==> config.mk <==
export PLATFORM = sky130hd
export DESIGN_NAME = mrf_top
export DESIGN_NICKNAME = d
export VERILOG_FILES = /design/src/common/mrf_pkg.sv /design/src/rtl/mrf_top.sv
export VERILOG_INCLUDE_DIRS = /design/src /design/src/common
export SDC_FILE = /design/constraint.sdc
export NUM_CORES = 1
export LEC_CHECK = 0
export BUFFER_PORTS_ARGS = -buffer_cell sky130_fd_sc_hd__buf_4
export CAP_MARGIN = 5
export CORE_UTILIZATION = 50
export CTS_BUF_LIST = sky130_fd_sc_hd__clkbuf_8
export DETAILED_ROUTE_END_ITERATION = 10
export PLACE_DENSITY_LB_ADDON = 0.25
export SYNTH_ARGS = -nofsm -noshare
export SYNTH_HDL_FRONTEND = slang
export SYNTH_SLANG_ARGS = --single-unit
==> constraint.sdc <==
create_clock -name clk -period 2.8 [get_ports clk]
set_input_delay 0.28 -clock clk [delete_from_list [all_inputs] [get_ports clk]]
set_output_delay 0.28 -clock clk [all_outputs]
set_load 0.1 [all_outputs]
==> src/common/mrf_regs.svh <==
// Purpose: Named offsets, fields and reset values of the register file
// Assumes: Included by the package and by the register file top
// Notes: Definitions only
`ifndef MRF_REGS_SVH
`define MRF_REGS_SVH

// Data addresses of the special registers
`define MRF_A_WIN 6'h00
`define MRF_A_TICK 6'h01
`define MRF_A_PCLO 6'h02
`define MRF_A_STAT 6'h03
`define MRF_A_PTR 6'h04
`define MRF_A_PRTA 6'h05
`define MRF_A_PRTB 6'h06
`define MRF_A_PWR 6'h08
`define MRF_A_PCHB 6'h0A
`define MRF_A_PDN 6'h0B
`define MRF_A_ODR 6'h0C
`define MRF_A_PUP 6'h0D
`define MRF_A_IEN 6'h0E
`define MRF_A_IFL 6'h0F
// General purpose bytes: the lone scratch byte and the start of the block
`define MRF_A_SCR 6'h07
`define MRF_A_GEN 6'h10

// Read masks: ones forced, then bits kept
`define MRF_PTR_ONES 8'hC0
`define MRF_PWR_ONES 8'h1F
`define MRF_IEN_ONES 8'h78
`define MRF_PCHB_KEEP 8'h03
`define MRF_PDN_KEEP 8'h7F
`define MRF_ODR_KEEP 8'hF7
`define MRF_IFL_KEEP 8'h07

// Program counter vectors
`define MRF_RESET_VEC 10'h3FF
`define MRF_HW_VEC 10'h008
`define MRF_SW_VEC 10'h002

// Timer configuration word fields
`define MRF_CFG_SRC 5
`define MRF_CFG_EDGE 4
`define MRF_CFG_ASSIGN 3
`define MRF_CFG_RATIO_HI 2

// Reset values and widths
`define MRF_CFG_RST 8'hFF
`define MRF_DIR_RST 8'hFF
`define MRF_BYTE_ZERO 8'h00
`define MRF_BYTE_ONES 8'hFF
`define MRF_PTR_RST 6'h00
`define MRF_WORDS 64
`endif

==> src/common/mrf_pkg.sv <==
// Purpose: Types of the register file and tick counter
// Assumes: Constants come from the register header
// Notes: The whole module state is one packed struct
`include "mrf_regs.svh"
package mrf_pkg;
    typedef logic [7:0] mrf_byte_t;

    typedef struct packed {
        logic [9:0] pc;
        logic [5:0] ptr;
        mrf_byte_t tick;
        mrf_byte_t pre;
        mrf_byte_t cfg;
        mrf_byte_t dir_a;
        mrf_byte_t dir_b;
        mrf_byte_t rd;
        logic pin_q;
        logic wrap;
        logic [`MRF_WORDS-1:0][7:0] mem;
    } mrf_state_t;
endpackage : mrf_pkg

==> src/rtl/mrf_top.sv <==
// Purpose: Data memory, special register decode, program counter and tick counter
// Assumes: One clock is one instruction cycle; all inputs synchronous to clk
// Notes: Read data appears one cycle after the read strobe
`include "mrf_regs.svh"
module mrf_top
    import mrf_pkg::*;
(
    input wire logic clk,
    input wire logic nrst,
    input wire logic [5:0] addr,
    input wire logic rd_en,
    input wire logic wr_en,
    input wire logic [7:0] wr_data,
    input wire logic cfg_wr,
    input wire logic dir_wr,
    input wire logic pc_jump,
    input wire logic [9:0] pc_target,
    input wire logic hw_irq_take,
    input wire logic sw_irq_take,
    input wire logic tick_ext_clock_pin,
    output logic [7:0] rd_data,
    output logic [9:0] pc,
    output logic [7:0] tick_count,
    output logic [7:0] prescale_count,
    output logic tick_wrap,
    output logic [7:0] timer_config_word,
    output logic [7:0] port_a_direction,
    output logic [7:0] port_b_direction
);

    mrf_state_t r;
    mrf_state_t next_r;
    logic [5:0] ea;
    logic src_evt;
    logic adv;
    logic [7:0] ratio_mask;

    // Read view of one location with fixed bits applied
    function automatic mrf_byte_t view(input mrf_state_t s, input logic [5:0] a);
        mrf_byte_t v;
        v = s.mem[a];
        case (a)
            `MRF_A_WIN: v = `MRF_BYTE_ZERO;
            `MRF_A_TICK: v = s.tick;
            `MRF_A_PCLO: v = s.pc[7:0];
            `MRF_A_PTR: v = {2'b00, s.ptr} | `MRF_PTR_ONES;
            `MRF_A_PWR: v = v | `MRF_PWR_ONES;
            `MRF_A_IEN: v = v | `MRF_IEN_ONES;
            `MRF_A_PCHB: v = v & `MRF_PCHB_KEEP;
            `MRF_A_PDN: v = v & `MRF_PDN_KEEP;
            `MRF_A_ODR,
            `MRF_A_PUP: v = v & `MRF_ODR_KEEP;
            `MRF_A_IFL: v = v & `MRF_IFL_KEEP;
            default: v = s.mem[a];
        endcase
        return v;
    endfunction : view

    // Whole next state in one place
    always_comb begin
        next_r = r;
        next_r.wrap = 1'b0;
        // Address zero is redirected through the pointer
        ea = (addr == `MRF_A_WIN) ? r.ptr : addr;
        if (rd_en) begin
            next_r.rd = view(r, ea);
        end
        // Pin edge sampled against last cycle's level
        if (r.cfg[`MRF_CFG_EDGE]) begin
            src_evt = r.pin_q & ~tick_ext_clock_pin;
        end else begin
            src_evt = ~r.pin_q & tick_ext_clock_pin;
        end
        if (!r.cfg[`MRF_CFG_SRC]) begin
            src_evt = 1'b1;
        end
        next_r.pin_q = tick_ext_clock_pin;
        // Ratio 2 to the power of field plus one
        ratio_mask = 8'((9'h002 << r.cfg[`MRF_CFG_RATIO_HI:0]) - 9'h001);
        adv = 1'b0;
        if (src_evt) begin
            if (!r.cfg[`MRF_CFG_ASSIGN]) begin
                next_r.pre = r.pre + 8'h01;
                adv = ((r.pre & ratio_mask) == ratio_mask);
            end else begin
                adv = 1'b1;
            end
        end
        if (adv) begin
            next_r.tick = r.tick + 8'h01;
            next_r.wrap = (r.tick == `MRF_BYTE_ONES);
        end
        // Program counter advances by one in every instruction cycle it is not loaded below
        next_r.pc = r.pc + 10'h001;
        // Register writes; the window onto itself stores nothing
        if (wr_en && ea != `MRF_A_WIN) begin
            next_r.mem[ea] = wr_data;
            case (ea)
                `MRF_A_TICK: begin
                    next_r.tick = wr_data;
                    next_r.wrap = 1'b0;
                    if (!r.cfg[`MRF_CFG_ASSIGN]) begin
                        next_r.pre = `MRF_BYTE_ZERO;
                    end
                end
                `MRF_A_PCLO: begin
                    next_r.pc = {r.mem[`MRF_A_PCHB][1:0], wr_data};
                end
                `MRF_A_PTR: begin
                    next_r.ptr = wr_data[5:0];
                end
                default: begin
                end
            endcase
        end
        // Branch target overrides sequential flow
        if (pc_jump) begin
            next_r.pc = pc_target;
        end
        if (sw_irq_take) begin
            next_r.pc = `MRF_SW_VEC;
        end
        if (hw_irq_take) begin
            next_r.pc = `MRF_HW_VEC;
        end
        // Dedicated loads; operand picks port A or B
        if (cfg_wr) begin
            next_r.cfg = wr_data;
        end
        if (dir_wr && addr == `MRF_A_PRTA) begin
            next_r.dir_a = wr_data;
        end
        if (dir_wr && addr == `MRF_A_PRTB) begin
            next_r.dir_b = wr_data;
        end
    end

    // State register; memory content is cleared for repeatable sims
    always_ff @(posedge clk or negedge nrst) begin
        if (!nrst) begin
            r <= '0;
            r.pc <= `MRF_RESET_VEC;
            r.ptr <= `MRF_PTR_RST;
            r.cfg <= `MRF_CFG_RST;
            r.dir_a <= `MRF_DIR_RST;
            r.dir_b <= `MRF_DIR_RST;
        end else begin
            r <= next_r;
        end
    end

    // Outputs straight from state flops
    assign rd_data = r.rd;
    assign pc = r.pc;
    assign tick_count = r.tick;
    assign prescale_count = r.pre;
    assign tick_wrap = r.wrap;
    assign timer_config_word = r.cfg;
    assign port_a_direction = r.dir_a;
    assign port_b_direction = r.dir_b;

    // Checks on vectors and program flow
    a_reset_vector: assert property (
        @(posedge clk) disable iff (!nrst)
        $rose(nrst) |-> pc == `MRF_RESET_VEC)
        else $error("pc not at reset vector");
    a_hw_vector: assert property (
        @(posedge clk) disable iff (!nrst)
        hw_irq_take |=> pc == `MRF_HW_VEC)
        else $error("hardware vector missed");
    a_sw_vector: assert property (
        @(posedge clk) disable iff (!nrst)
        sw_irq_take && !hw_irq_take |=> pc == `MRF_SW_VEC)
        else $error("software vector missed");
    a_jump_target: assert property (
        @(posedge clk) disable iff (!nrst)
        pc_jump && !hw_irq_take && !sw_irq_take |=> pc == $past(pc_target))
        else $error("jump target not loaded");
    a_low_byte_pc: assert property (
        @(posedge clk) disable iff (!nrst)
        wr_en && ea == `MRF_A_PCLO && !pc_jump && !hw_irq_take && !sw_irq_take
        |=> pc == {$past(r.mem[`MRF_A_PCHB][1:0]), $past(wr_data)})
        else $error("low byte write pc wrong");
    a_pc_step: assert property (
        @(posedge clk) disable iff (!nrst)
        !wr_en && !pc_jump && !hw_irq_take && !sw_irq_take
        |=> pc == $past(pc) + 10'h001)
        else $error("pc did not step");
    a_pc_write_step: assert property (
        @(posedge clk) disable iff (!nrst)
        wr_en && ea != `MRF_A_PCLO && !pc_jump && !hw_irq_take && !sw_irq_take
        |=> pc == $past(pc) + 10'h001)
        else $error("pc did not step past a write");

    // Checks on the indirect window, the pointer and direct data bytes
    a_self_read_zero: assert property (
        @(posedge clk) disable iff (!nrst)
        rd_en && addr == `MRF_A_WIN && r.ptr == `MRF_PTR_RST
        |=> rd_data == `MRF_BYTE_ZERO)
        else $error("window self read not zero");
    a_indirect_read: assert property (
        @(posedge clk) disable iff (!nrst)
        rd_en && addr == `MRF_A_WIN && r.ptr >= `MRF_A_GEN
        |=> rd_data == $past(r.mem[r.ptr]))
        else $error("indirect read wrong byte");
    a_self_write_none: assert property (
        @(posedge clk) disable iff (!nrst)
        wr_en && addr == `MRF_A_WIN && r.ptr == `MRF_PTR_RST
        |=> r.mem == $past(r.mem))
        else $error("window self write stored");
    a_ptr_ones: assert property (
        @(posedge clk) disable iff (!nrst)
        rd_en && addr == `MRF_A_PTR |=> rd_data[7:6] == 2'b11)
        else $error("pointer top bits not ones");
    a_indirect_write: assert property (
        @(posedge clk) disable iff (!nrst)
        wr_en && addr == `MRF_A_WIN && r.ptr >= `MRF_A_GEN
        |=> r.mem[$past(r.ptr)] == $past(wr_data))
        else $error("indirect write missed byte");
    a_direct_write: assert property (
        @(posedge clk) disable iff (!nrst)
        wr_en && (addr >= `MRF_A_GEN || addr == `MRF_A_SCR)
        |=> r.mem[$past(addr)] == $past(wr_data))
        else $error("direct write missed byte");
    a_direct_read: assert property (
        @(posedge clk) disable iff (!nrst)
        rd_en && addr >= `MRF_A_GEN
        |=> rd_data == $past(r.mem[addr]))
        else $error("direct read wrong byte");
    a_ptr_low_bits: assert property (
        @(posedge clk) disable iff (!nrst)
        wr_en && ea == `MRF_A_PTR
        |=> r.ptr == $past(wr_data[5:0]))
        else $error("pointer not loaded from low bits");
    a_self_write_ptr: assert property (
        @(posedge clk) disable iff (!nrst)
        wr_en && addr == `MRF_A_WIN && r.ptr == `MRF_PTR_RST
        |=> $stable(r.ptr))
        else $error("window self write moved pointer");

    // Checks on fixed read bits, seen through direct or indirect reads
    a_pwr_ones: assert property (
        @(posedge clk) disable iff (!nrst)
        rd_en && ea == `MRF_A_PWR |=> (rd_data & `MRF_PWR_ONES) == `MRF_PWR_ONES)
        else $error("power control star bits not ones");
    a_ien_ones: assert property (
        @(posedge clk) disable iff (!nrst)
        rd_en && ea == `MRF_A_IEN |=> (rd_data & `MRF_IEN_ONES) == `MRF_IEN_ONES)
        else $error("irq enable star bits not ones");
    a_pchb_zeros: assert property (
        @(posedge clk) disable iff (!nrst)
        rd_en && ea == `MRF_A_PCHB |=> (rd_data & ~`MRF_PCHB_KEEP) == `MRF_BYTE_ZERO)
        else $error("high buffer dash bits not zero");
    a_pdn_zero: assert property (
        @(posedge clk) disable iff (!nrst)
        rd_en && ea == `MRF_A_PDN |=> (rd_data & ~`MRF_PDN_KEEP) == `MRF_BYTE_ZERO)
        else $error("pull down spare bit not zero");
    a_ifl_zeros: assert property (
        @(posedge clk) disable iff (!nrst)
        rd_en && ea == `MRF_A_IFL |=> (rd_data & ~`MRF_IFL_KEEP) == `MRF_BYTE_ZERO)
        else $error("irq flag dash bits not zero");
    a_odr_zero: assert property (
        @(posedge clk) disable iff (!nrst)
        rd_en && (ea == `MRF_A_ODR || ea == `MRF_A_PUP)
        |=> (rd_data & ~`MRF_ODR_KEEP) == `MRF_BYTE_ZERO)
        else $error("drive control spare bit not zero");

    // Checks on the tick counter, the config word and the port directions
    a_pre_clear: assert property (
        @(posedge clk) disable iff (!nrst)
        wr_en && ea == `MRF_A_TICK && !r.cfg[`MRF_CFG_ASSIGN]
        |=> prescale_count == `MRF_BYTE_ZERO ##0 tick_count == $past(wr_data))
        else $error("tick write did not clear prescaler");
    a_tick_wrap: assert property (
        @(posedge clk) disable iff (!nrst)
        adv && tick_count == `MRF_BYTE_ONES && !(wr_en && ea == `MRF_A_TICK)
        |=> tick_count == `MRF_BYTE_ZERO && tick_wrap)
        else $error("tick did not wrap");
    a_cycle_source: assert property (
        @(posedge clk) disable iff (!nrst)
        !r.cfg[`MRF_CFG_SRC] && r.cfg[`MRF_CFG_ASSIGN] && !(wr_en && ea == `MRF_A_TICK)
        |=> tick_count == $past(tick_count) + 8'h01)
        else $error("cycle clock did not count");
    a_dir_load: assert property (
        @(posedge clk) disable iff (!nrst)
        dir_wr && addr == `MRF_A_PRTB |=> port_b_direction == $past(wr_data))
        else $error("direction not loaded");
    a_cfg_load: assert property (
        @(posedge clk) disable iff (!nrst)
        cfg_wr |=> timer_config_word == $past(wr_data))
        else $error("config word not loaded");
    a_cfg_hold: assert property (
        @(posedge clk) disable iff (!nrst)
        !cfg_wr |=> $stable(timer_config_word))
        else $error("config word changed without its load");
    a_dir_a_load: assert property (
        @(posedge clk) disable iff (!nrst)
        dir_wr && addr == `MRF_A_PRTA |=> port_a_direction == $past(wr_data))
        else $error("port a direction not loaded");
    a_dir_hold: assert property (
        @(posedge clk) disable iff (!nrst)
        !(dir_wr && (addr == `MRF_A_PRTA || addr == `MRF_A_PRTB))
        |=> $stable(port_a_direction) && $stable(port_b_direction))
        else $error("direction changed without its load");
    a_pin_idle: assert property (
        @(posedge clk) disable iff (!nrst)
        r.cfg[`MRF_CFG_SRC] && tick_ext_clock_pin == r.pin_q && !(wr_en && ea == `MRF_A_TICK)
        |=> $stable(tick_count))
        else $error("pin source counted without an edge");
    a_rise_count: assert property (
        @(posedge clk) disable iff (!nrst)
        r.cfg[`MRF_CFG_SRC] && !r.cfg[`MRF_CFG_EDGE] && r.cfg[`MRF_CFG_ASSIGN]
        && !r.pin_q && tick_ext_clock_pin && !(wr_en && ea == `MRF_A_TICK)
        |=> tick_count == $past(tick_count) + 8'h01)
        else $error("rising pin edge not counted");
    a_fall_count: assert property (
        @(posedge clk) disable iff (!nrst)
        r.cfg[`MRF_CFG_SRC] && r.cfg[`MRF_CFG_EDGE] && r.cfg[`MRF_CFG_ASSIGN]
        && r.pin_q && !tick_ext_clock_pin && !(wr_en && ea == `MRF_A_TICK)
        |=> tick_count == $past(tick_count) + 8'h01)
        else $error("falling pin edge not counted");
    a_pre_count: assert property (
        @(posedge clk) disable iff (!nrst)
        !r.cfg[`MRF_CFG_ASSIGN] && !r.cfg[`MRF_CFG_SRC] && !(wr_en && ea == `MRF_A_TICK)
        |=> prescale_count == $past(prescale_count) + 8'h01)
        else $error("prescaler did not count");
    a_pre_idle: assert property (
        @(posedge clk) disable iff (!nrst)
        r.cfg[`MRF_CFG_ASSIGN] |=> $stable(prescale_count))
        else $error("unassigned prescaler moved");
    a_tick_load: assert property (
        @(posedge clk) disable iff (!nrst)
        wr_en && ea == `MRF_A_TICK |=> tick_count == $past(wr_data) && !tick_wrap)
        else $error("tick write not loaded");
    a_no_wrap: assert property (
        @(posedge clk) disable iff (!nrst)
        !adv || tick_count != `MRF_BYTE_ONES |=> !tick_wrap)
        else $error("wrap pulse without a wrap");

    // Main scenarios
    c_indirect_rd: cover property (
        @(posedge clk) disable iff (!nrst)
        rd_en && addr == `MRF_A_WIN && r.ptr != `MRF_PTR_RST);
    c_pin_count: cover property (
        @(posedge clk) disable iff (!nrst)
        r.cfg[`MRF_CFG_SRC] && adv);
    c_wrap: cover property (
        @(posedge clk) disable iff (!nrst)
        tick_wrap);
    c_hw_irq: cover property (
        @(posedge clk) disable iff (!nrst)
        hw_irq_take);
    c_pre_adv: cover property (
        @(posedge clk) disable iff (!nrst)
        !r.cfg[`MRF_CFG_ASSIGN] && adv);

endmodule : mrf_top

==> results of run 1 <==
final cells by class:
class | count | area, µm²
Sequential cell | 578 | 14500
Inverter | 7 | 26.3
Multi-Input combinational cell | 1548 | 11700
Clock inverter | 43 | 246
Tap cell | 696 | 871
Timing Repair Buffer | 406 | 3930
Fill cell | 4213 | 20700
Clock buffer | 135 | 1860
per-layer routing:
layer | vias to the layer above | part of all wire (%) | wire length (µm) | track usage (%)
met4 | 0 | 4.1 | 3530 | 13.0
met1 | 10800 | 41 | 35200 | 41.4
met5 | - | 0 | 0 | 0
li1 | 8997 | - | - | -
met2 | 969 | 46 | 39500 | 48.9
met3 | 222 | 8.6 | 7330 | 7.56
cell usage after synthesis (12+ instances only):
cell type,n
dfrtp_1,544
mux2_2,463
nand2_1,371
clkbuf_1,97
nand3_1,89
nor2_1,83
buf_4,64
a21oi_1,55
o22ai_1,52
mux2_1,46
a31oi_1,42
o21ai_0,42
buf_2,40
mux2i_1,37
dfstp_2,34
a32oi_1,25
o221ai_1,21
buf_1,17
nor3_1,16
nor2_2,15
nor4_1,12
power by group:
part | switching [W] | internal (W) | leakage (nW)
clock network | 0.00351 | 0.00446 | 1.20
registers | 0.000839 | 0.00952 | 7.57
logic | 0.00279 | 0.00167 | 6.89
worst paths after layout:
kind | to | cells after the start
worst max-delay path | rd_data[6] | 9
worst min-delay path | flop | 3
worst max register to register | rd_data[6] | 9
worst min register to register | flop | 0
max in group asynchronous | asynchronous set/reset pin | 3
min in group asynchronous | asynchronous set/reset pin | 2
worst reg2reg max path, cell delays in order, from the launching register on:
cell and delay [ns]:
dfrtp_1 0.43, or4b_1 0.54, o22ai_4 0.22, buf_4 0.18, buf_4 0.24, a32oi_1 0.16
a31oi_1 0.61, nor4_2 0.14, nand2_1 0.10, a21oi_1 0.06
cells by family (layout without fill, tap and decap cells):
family	after synthesis	in the layout	synth area share (%)
multiplexers	546	546	22.4
buffers and inverters	230	591	4.38
adder cells (fa/ha/maj)	5	5	0.230
flip-flops	578	578	53.3
AO/OA/AOI/OAI	342	342	8.81
XOR/XNOR	17	17	0.547
AND/OR/NAND/NOR	638	638	10.3
per-stage QoR:
stage | hold slack [ns] | utilization, % | instances | setup WS, ns | total power, W
after floorplan | -0.0156 | - | 2356 | 0.291 | 0.0134
after global placement | 0.300 | 56.9 | 3212 | -0.487 | 0.0147
after detailed placement | 0.319 | 56.9 | 3212 | -0.543 | 0.0148
after CTS | 0.0315 | 61.3 | 3409 | 0.00849 | 0.0228
after global routing | 0.0650 | 61.6 | 3413 | -0.0196 | 0.0236
final | 0.0689 | 61.6 | 3413 | -0.0214 | 0.0228
what timing repair did:
action                                  4_1_cts  5_1_grt
resized for setup                            14       23
hold endpoints to repair                     83        0
hold buffers                                 17        0
pin swaps                                     2        6
endpoints found under the setup margin        6      161
buffers inserted                              2        4
==> out/qor.yml, run 1 <==
run_status:
  status: "finished with violations"
  violations: "setup timing"
cts:
  cts.sinks: 578
  cts_root_buffer: "clkbuf_8"
  cts_tree: "built"
  htree_levels: 3
  clk_pin_slew_ns: 0.07
  clockBufferDepth: 3
  clk-insertion-delay-late_ns: 0.73
  cts_made_buffers: 96
synth:
  synth_edf_count: 0
  syn_area_per_cell_um2: 11.5
  syn-num-nets: 2395
  netlist_instances: 2356
  yosys_warnings: 0
  synth_area_leaders: "dfrtp_1 (50%), mux2_2 (19%), nand2_1 (5.1%)"
  synthFlopType: "dfrtp_1"
  yosysSeqAreaShare_pct: 53.3
  synth_top_area_cell: "dfrtp_1"
  synthArstFlopShare_pct: 100
  synth_cell_types: 77
  ys_ff_latch: 578
  syn_area_mm2: 0.0272
  synth_top_area_share_pct: 50.1
placement:
  gp_congestion: 0.987
  dp_hpwl_mm: 57.9
  portBuffers: 92
  place_area_mm2: 0.0306
layout:
  drive_above_1_share_pct: 40.6
  area_growth_pct: 21.9
  final_common_cell: "dfrtp_1"
  num_antenna_cells: 0
  mostFrequentLayoutCells: "dfrtp_1 (544), mux2_2 (463), nand2_1 (370), buf_4 (319), clkbuf_8 (135)"
  num-nets-final: 2676
  final_cell_area_mm2: 0.0332
sta:
  post-route-min-period_ns: 2.82
  fin_crit_sh_pct: 101
  clock.fmax_mhz: 354
  maxSlewViolCount: 0
  hold_violations: 0
  slew_headroom_pct: 40.8
  fin_setup_tns_ns: -0.0214
  rsz0062_at_grt: "yes"
  fin_skew_ns: 0.0488
  setup_ws_ns: -0.0214
  finalSetupViolCount: 1
  worstMarginPinSlew_ns: 0.887
worst_setup_path:
  critical_path.slowest_cell: "a31oi_1"
  worstReg2RegStart: "r[564]"
  crit_start: "r[564]"
  crit_path_frequent_cell: "buf_4"
  r2r_slack_ns: -0.02
  path_class: "flop to flop"
  crit_buf_inv: 2
  critical_path.top_delay_family: "compound AO/OA/AOI/OAI gates"
  cp_max_fo: 13
  arrival_ns: 3.42
  critical_path_required_ns: 3.40
  max_stage_delay_ns: 0.61
  start_kind: "flop"
  worstPathCellList: "or4b_1 > o22ai_4 > buf_4 > buf_4 > a32oi_1 > a31oi_1 > nor4_2 > nand2_1 > a21oi_1"
  cp-end-kind: "flop"
global_routing:
  track_usage_pct: 31.1
  first_global_vias: 21600
  grt_max_degree: 87
  grt_pass1_wl_mm: 131
  antenna_found_initial: 1
  grt_overflow: 0
detailed_routing:
  first_iter_violations: 2189
  route.detailed.vias_per_inst: 6.16
  routed_wl_mm: 85.5
  routedWlPerCell_um: 25.1
  route.detailed.drc: 0
  num_vias: 21000
  drtPass1Iterations: 5
  ant_nets: 0
hold_path:
  worstHoldStart: "wr_data[7]"
  min_path_type: "primary input to flop"
floorplanning:
  die_w_um: 235
  die-area_mm2: 0.0553
  rows: 85
  die_y_um: 235
  start_util_pct: 50.5
  io_pins: 93
  coreArea_mm2: 0.0538
pwr:
  vdd.ir_drop.worst_v: 0.000627
  leakage_nw: 15.7
  cellPowerDensity_mw_per_mm2: 687
flow_run:
  maxCapViolations: 0
(Power assumes the default switching activity.)
==> run 2, diff against run 1 <==
--- a/config.mk
+++ b/config.mk
@@ -11,6 +11,7 @@
 export CORE_UTILIZATION = 50
 export CTS_BUF_LIST = sky130_fd_sc_hd__clkbuf_8
 export DETAILED_ROUTE_END_ITERATION = 10
+export HOLD_SLACK_MARGIN = 0.15
 export PLACE_DENSITY_LB_ADDON = 0.25
 export SYNTH_ARGS = -nofsm -noshare
 export SYNTH_HDL_FRONTEND = slang
==> run 2 against run 1 <==
The run still ends with setup timing left. Flip-flop and latch count stayed put. Critical path depth is 2 higher. First-iteration DRC count is 12% lower. Maximum frequency is 0.44% higher. Worst hold slack better by 0.13 ns. Critical path type unchanged. Combinational power hardly changed. Clock power hardly changed.
==> out/qor.yml, run 2 (synthesis results as in run 1) <==
sta:
  hold_violations: 0  # unchanged
  fin_skew_ns: 0.0454  # -0.00336 ns
  holdWs_ns: 0.198  # +0.129 ns
  maxSlewViolCount: 0  # unchanged
  setup_ws_ns: -0.00898  # +0.0124 ns
  rsz0062_at_grt: "yes"
  finalSetupViolCount: 2  # +1
  post-route-min-period_ns: 2.81  # -0.0124 ns
  fin_crit_sh_pct: 100  # -0.44 points
  worstMarginPinSlew_ns: 0.887  # -0.000361 ns
  clock.fmax_mhz: 356  # +0.44%
  slew_headroom_pct: 40.9  # about the same
worst_setup_path:
  cp_max_fo: 5  # -8
  path_class: "flop to flop"
  critical_path_required_ns: 3.38  # -0.02 ns
  worstRegToRegCells: 11  # +2
  cp.depth: 11  # +2
  start_kind: "flop"
  crit_path_frequent_cell: "buf_4"
  arrival_ns: 3.39  # -0.03 ns
  cp-end-kind: "flop"
  max_stage_delay_ns: 0.42  # -0.19 ns
  worstReg2RegStart: "r[562]"
  crit_buf_inv: 3  # +1
  timing.rr.end: "rd_data[1]"
  r2r_slack_ns: -0.009  # about the same
  worstPathCellList: "nor2b_1 > buf_4 > a21oi_4 > buf_4 > nor2_1 > buf_4 > a222oi_1 > a31o_1 > o211ai_1 > o41ai_1 > a21oi_1"
  critical_path.slowest_cell: "a222oi_1"
  critical_path.top_delay_family: "compound AO/OA/AOI/OAI gates"
detailed_routing:
  num_vias: 21100  # +0.14%
  drtPass1Iterations: 6  # +1
  first_iter_violations: 1921  # -12%
  route.detailed.drc: 0  # unchanged
  routed_wl_mm: 85.6  # about the same
  route.detailed.vias_per_inst: 6.15  # -0.15%
  routedWlPerCell_um: 25.0  # -0.20%
  ant_nets: 0  # unchanged
cts:
  htree_levels: 3  # unchanged
  clk-insertion-delay-late_ns: 0.72  # about the same
  cts_tree: "built"
  cts.sinks: 578  # unchanged
  cts_made_buffers: 96  # unchanged
  clockBufferDepth: 3  # unchanged
  clk_pin_slew_ns: 0.07  # about the same
  cts_root_buffer: "clkbuf_8"
layout:
  final_common_cell: "dfrtp_1"
  mostFrequentLayoutCells: "dfrtp_1 (544), mux2_2 (463), nand2_1 (370), buf_4 (319), clkbuf_8 (135)"
  fin_util_pct: 61.8  # +0.19 points
  drive_above_1_share_pct: 40.4  # -0.15 points
  area_growth_pct: 22.3
  num_antenna_cells: 0  # unchanged
  num-nets-final: 2686  # +0.37%
pwr:
  vdd.ir_drop.worst_v: 0.000627  # about the same
  power_w: 0.0228  # about the same
  p_sw_w: 0.00713  # about the same
  p_sw_share_pct: 31.3  # -0.033 points
  p_int_w: 0.0157  # about the same
  pwr-share-comb_pct: 19.6  # about the same
  leakage_nw: 15.7  # +0.27%
  pwr-share-seq_pct: 45.5  # about the same
  cellPowerDensity_mw_per_mm2: 685  # -0.29%
  power_frac_clock_pct: 34.9  # about the same
floorplanning:
  die_y_um: 235  # unchanged
  rows: 85  # unchanged
  coreArea_mm2: 0.0538  # unchanged
  io_pins: 93  # unchanged
  die_w_um: 235  # unchanged
  die-area_mm2: 0.0553  # unchanged
  start_util_pct: 50.5  # unchanged
placement:
  portBuffers: 92  # unchanged
  gp_congestion: 0.987  # unchanged
  dp_hpwl_mm: 57.9  # unchanged
  pre_cts_slack_ns: -0.543  # unchanged
run_status:
  status: "finished with violations"
  violations: "setup timing"
global_routing:
  track_usage_pct: 31.2  # +0.067 points
  grt_pass1_wl_mm: 131  # +0.15%
  first_global_vias: 21700  # +0.21%
  grt_max_degree: 87  # unchanged
  antenna_found_initial: 1  # unchanged
  grt_overflow: 0  # unchanged
hold_path:
  hold-path-endpoint: "port_b_direction[5]"
  worstHoldPathCells: 4  # +1
  worstHoldStart: "dir_wr"
  min_path_type: "primary input to flop"
flow_run:
  maxCapViolations: 0  # unchanged
## run 2: cell count changes in the layout (fill, tap and decap cells not counted), sizes merged
cell / previous run / this run
dlygate4sd3: 17 / 27
## run 2: tightest hold or removal path, stage by stage
cell	delay (ns)
buf_4	0.12
nand3_1	0.08
nor2_1	0.15
mux2_2	0.27
## run 2: timing repair
item / 4_1_cts / 5_1_grt
pin swaps: 2 / 6
hold endpoints to repair: 474 / 0
hold buffers: 27 / 0
buffers inserted: 2 / 4
resized for setup: 14 / 23
endpoints found under the setup margin: 6 / 161
## run 2: worst max-delay path by stage
| stage | startpoint | end | slack (ns) |
|---|---|---|---|
| floorplan | addr[0] | rd_data[1] | 0.29 |
| global placement | addr[3] | rd_data[6] | -0.49 |
| detailed placement | addr[3] | rd_data[6] | -0.54 |
| CTS | r[564] | rd_data[4] | 0.008 |
| global route | r[562] | rd_data[6] | -0.02 |
| finish | r[562] | rd_data[1] | -0.009 |
## run 2: final cells by class
cell class | count | area, µm²
Fill cell | 4202 | 20600
Inverter | 7 | 26.3
Clock inverter | 43 | 246
Multi-Input combinational cell | 1548 | 11700
Timing Repair Buffer | 416 | 4030
Sequential cell | 578 | 14500
Clock buffer | 135 | 1860
Tap cell | 696 | 871
## run 2: stage by stage
step	area (µm²)	TNS [ns]	instances
after global routing	33300	-0.0825	3423
after CTS	33100	0	3419
after global placement	30600	-53.23	3212
after floorplan	27200	0	2356
after detailed placement	30600	-65.69	3212
final	33300	-0.00963	3423
## run 2: power groups by stage
stage	registers, W	clock network (W)	logic (W)
after floorplan	0.0101	0	0.00329
after global placement	0.0104	0	0.00425
after detailed placement	0.0105	0	0.00436
after CTS	0.0103	0.00808	0.00442
after global routing	0.0105	0.00846	0.00472
final	0.0104	0.00796	0.00447
## run 2: per-layer routing
metal  track usage (%)  routed length (µm)  vias up
met1              41.4               35400    10800
met5                 0                   0        -
met3              7.54                7220      207
met2              49.1               39700      999
met4              13.0                3370        0
li1                  -                   -     9019
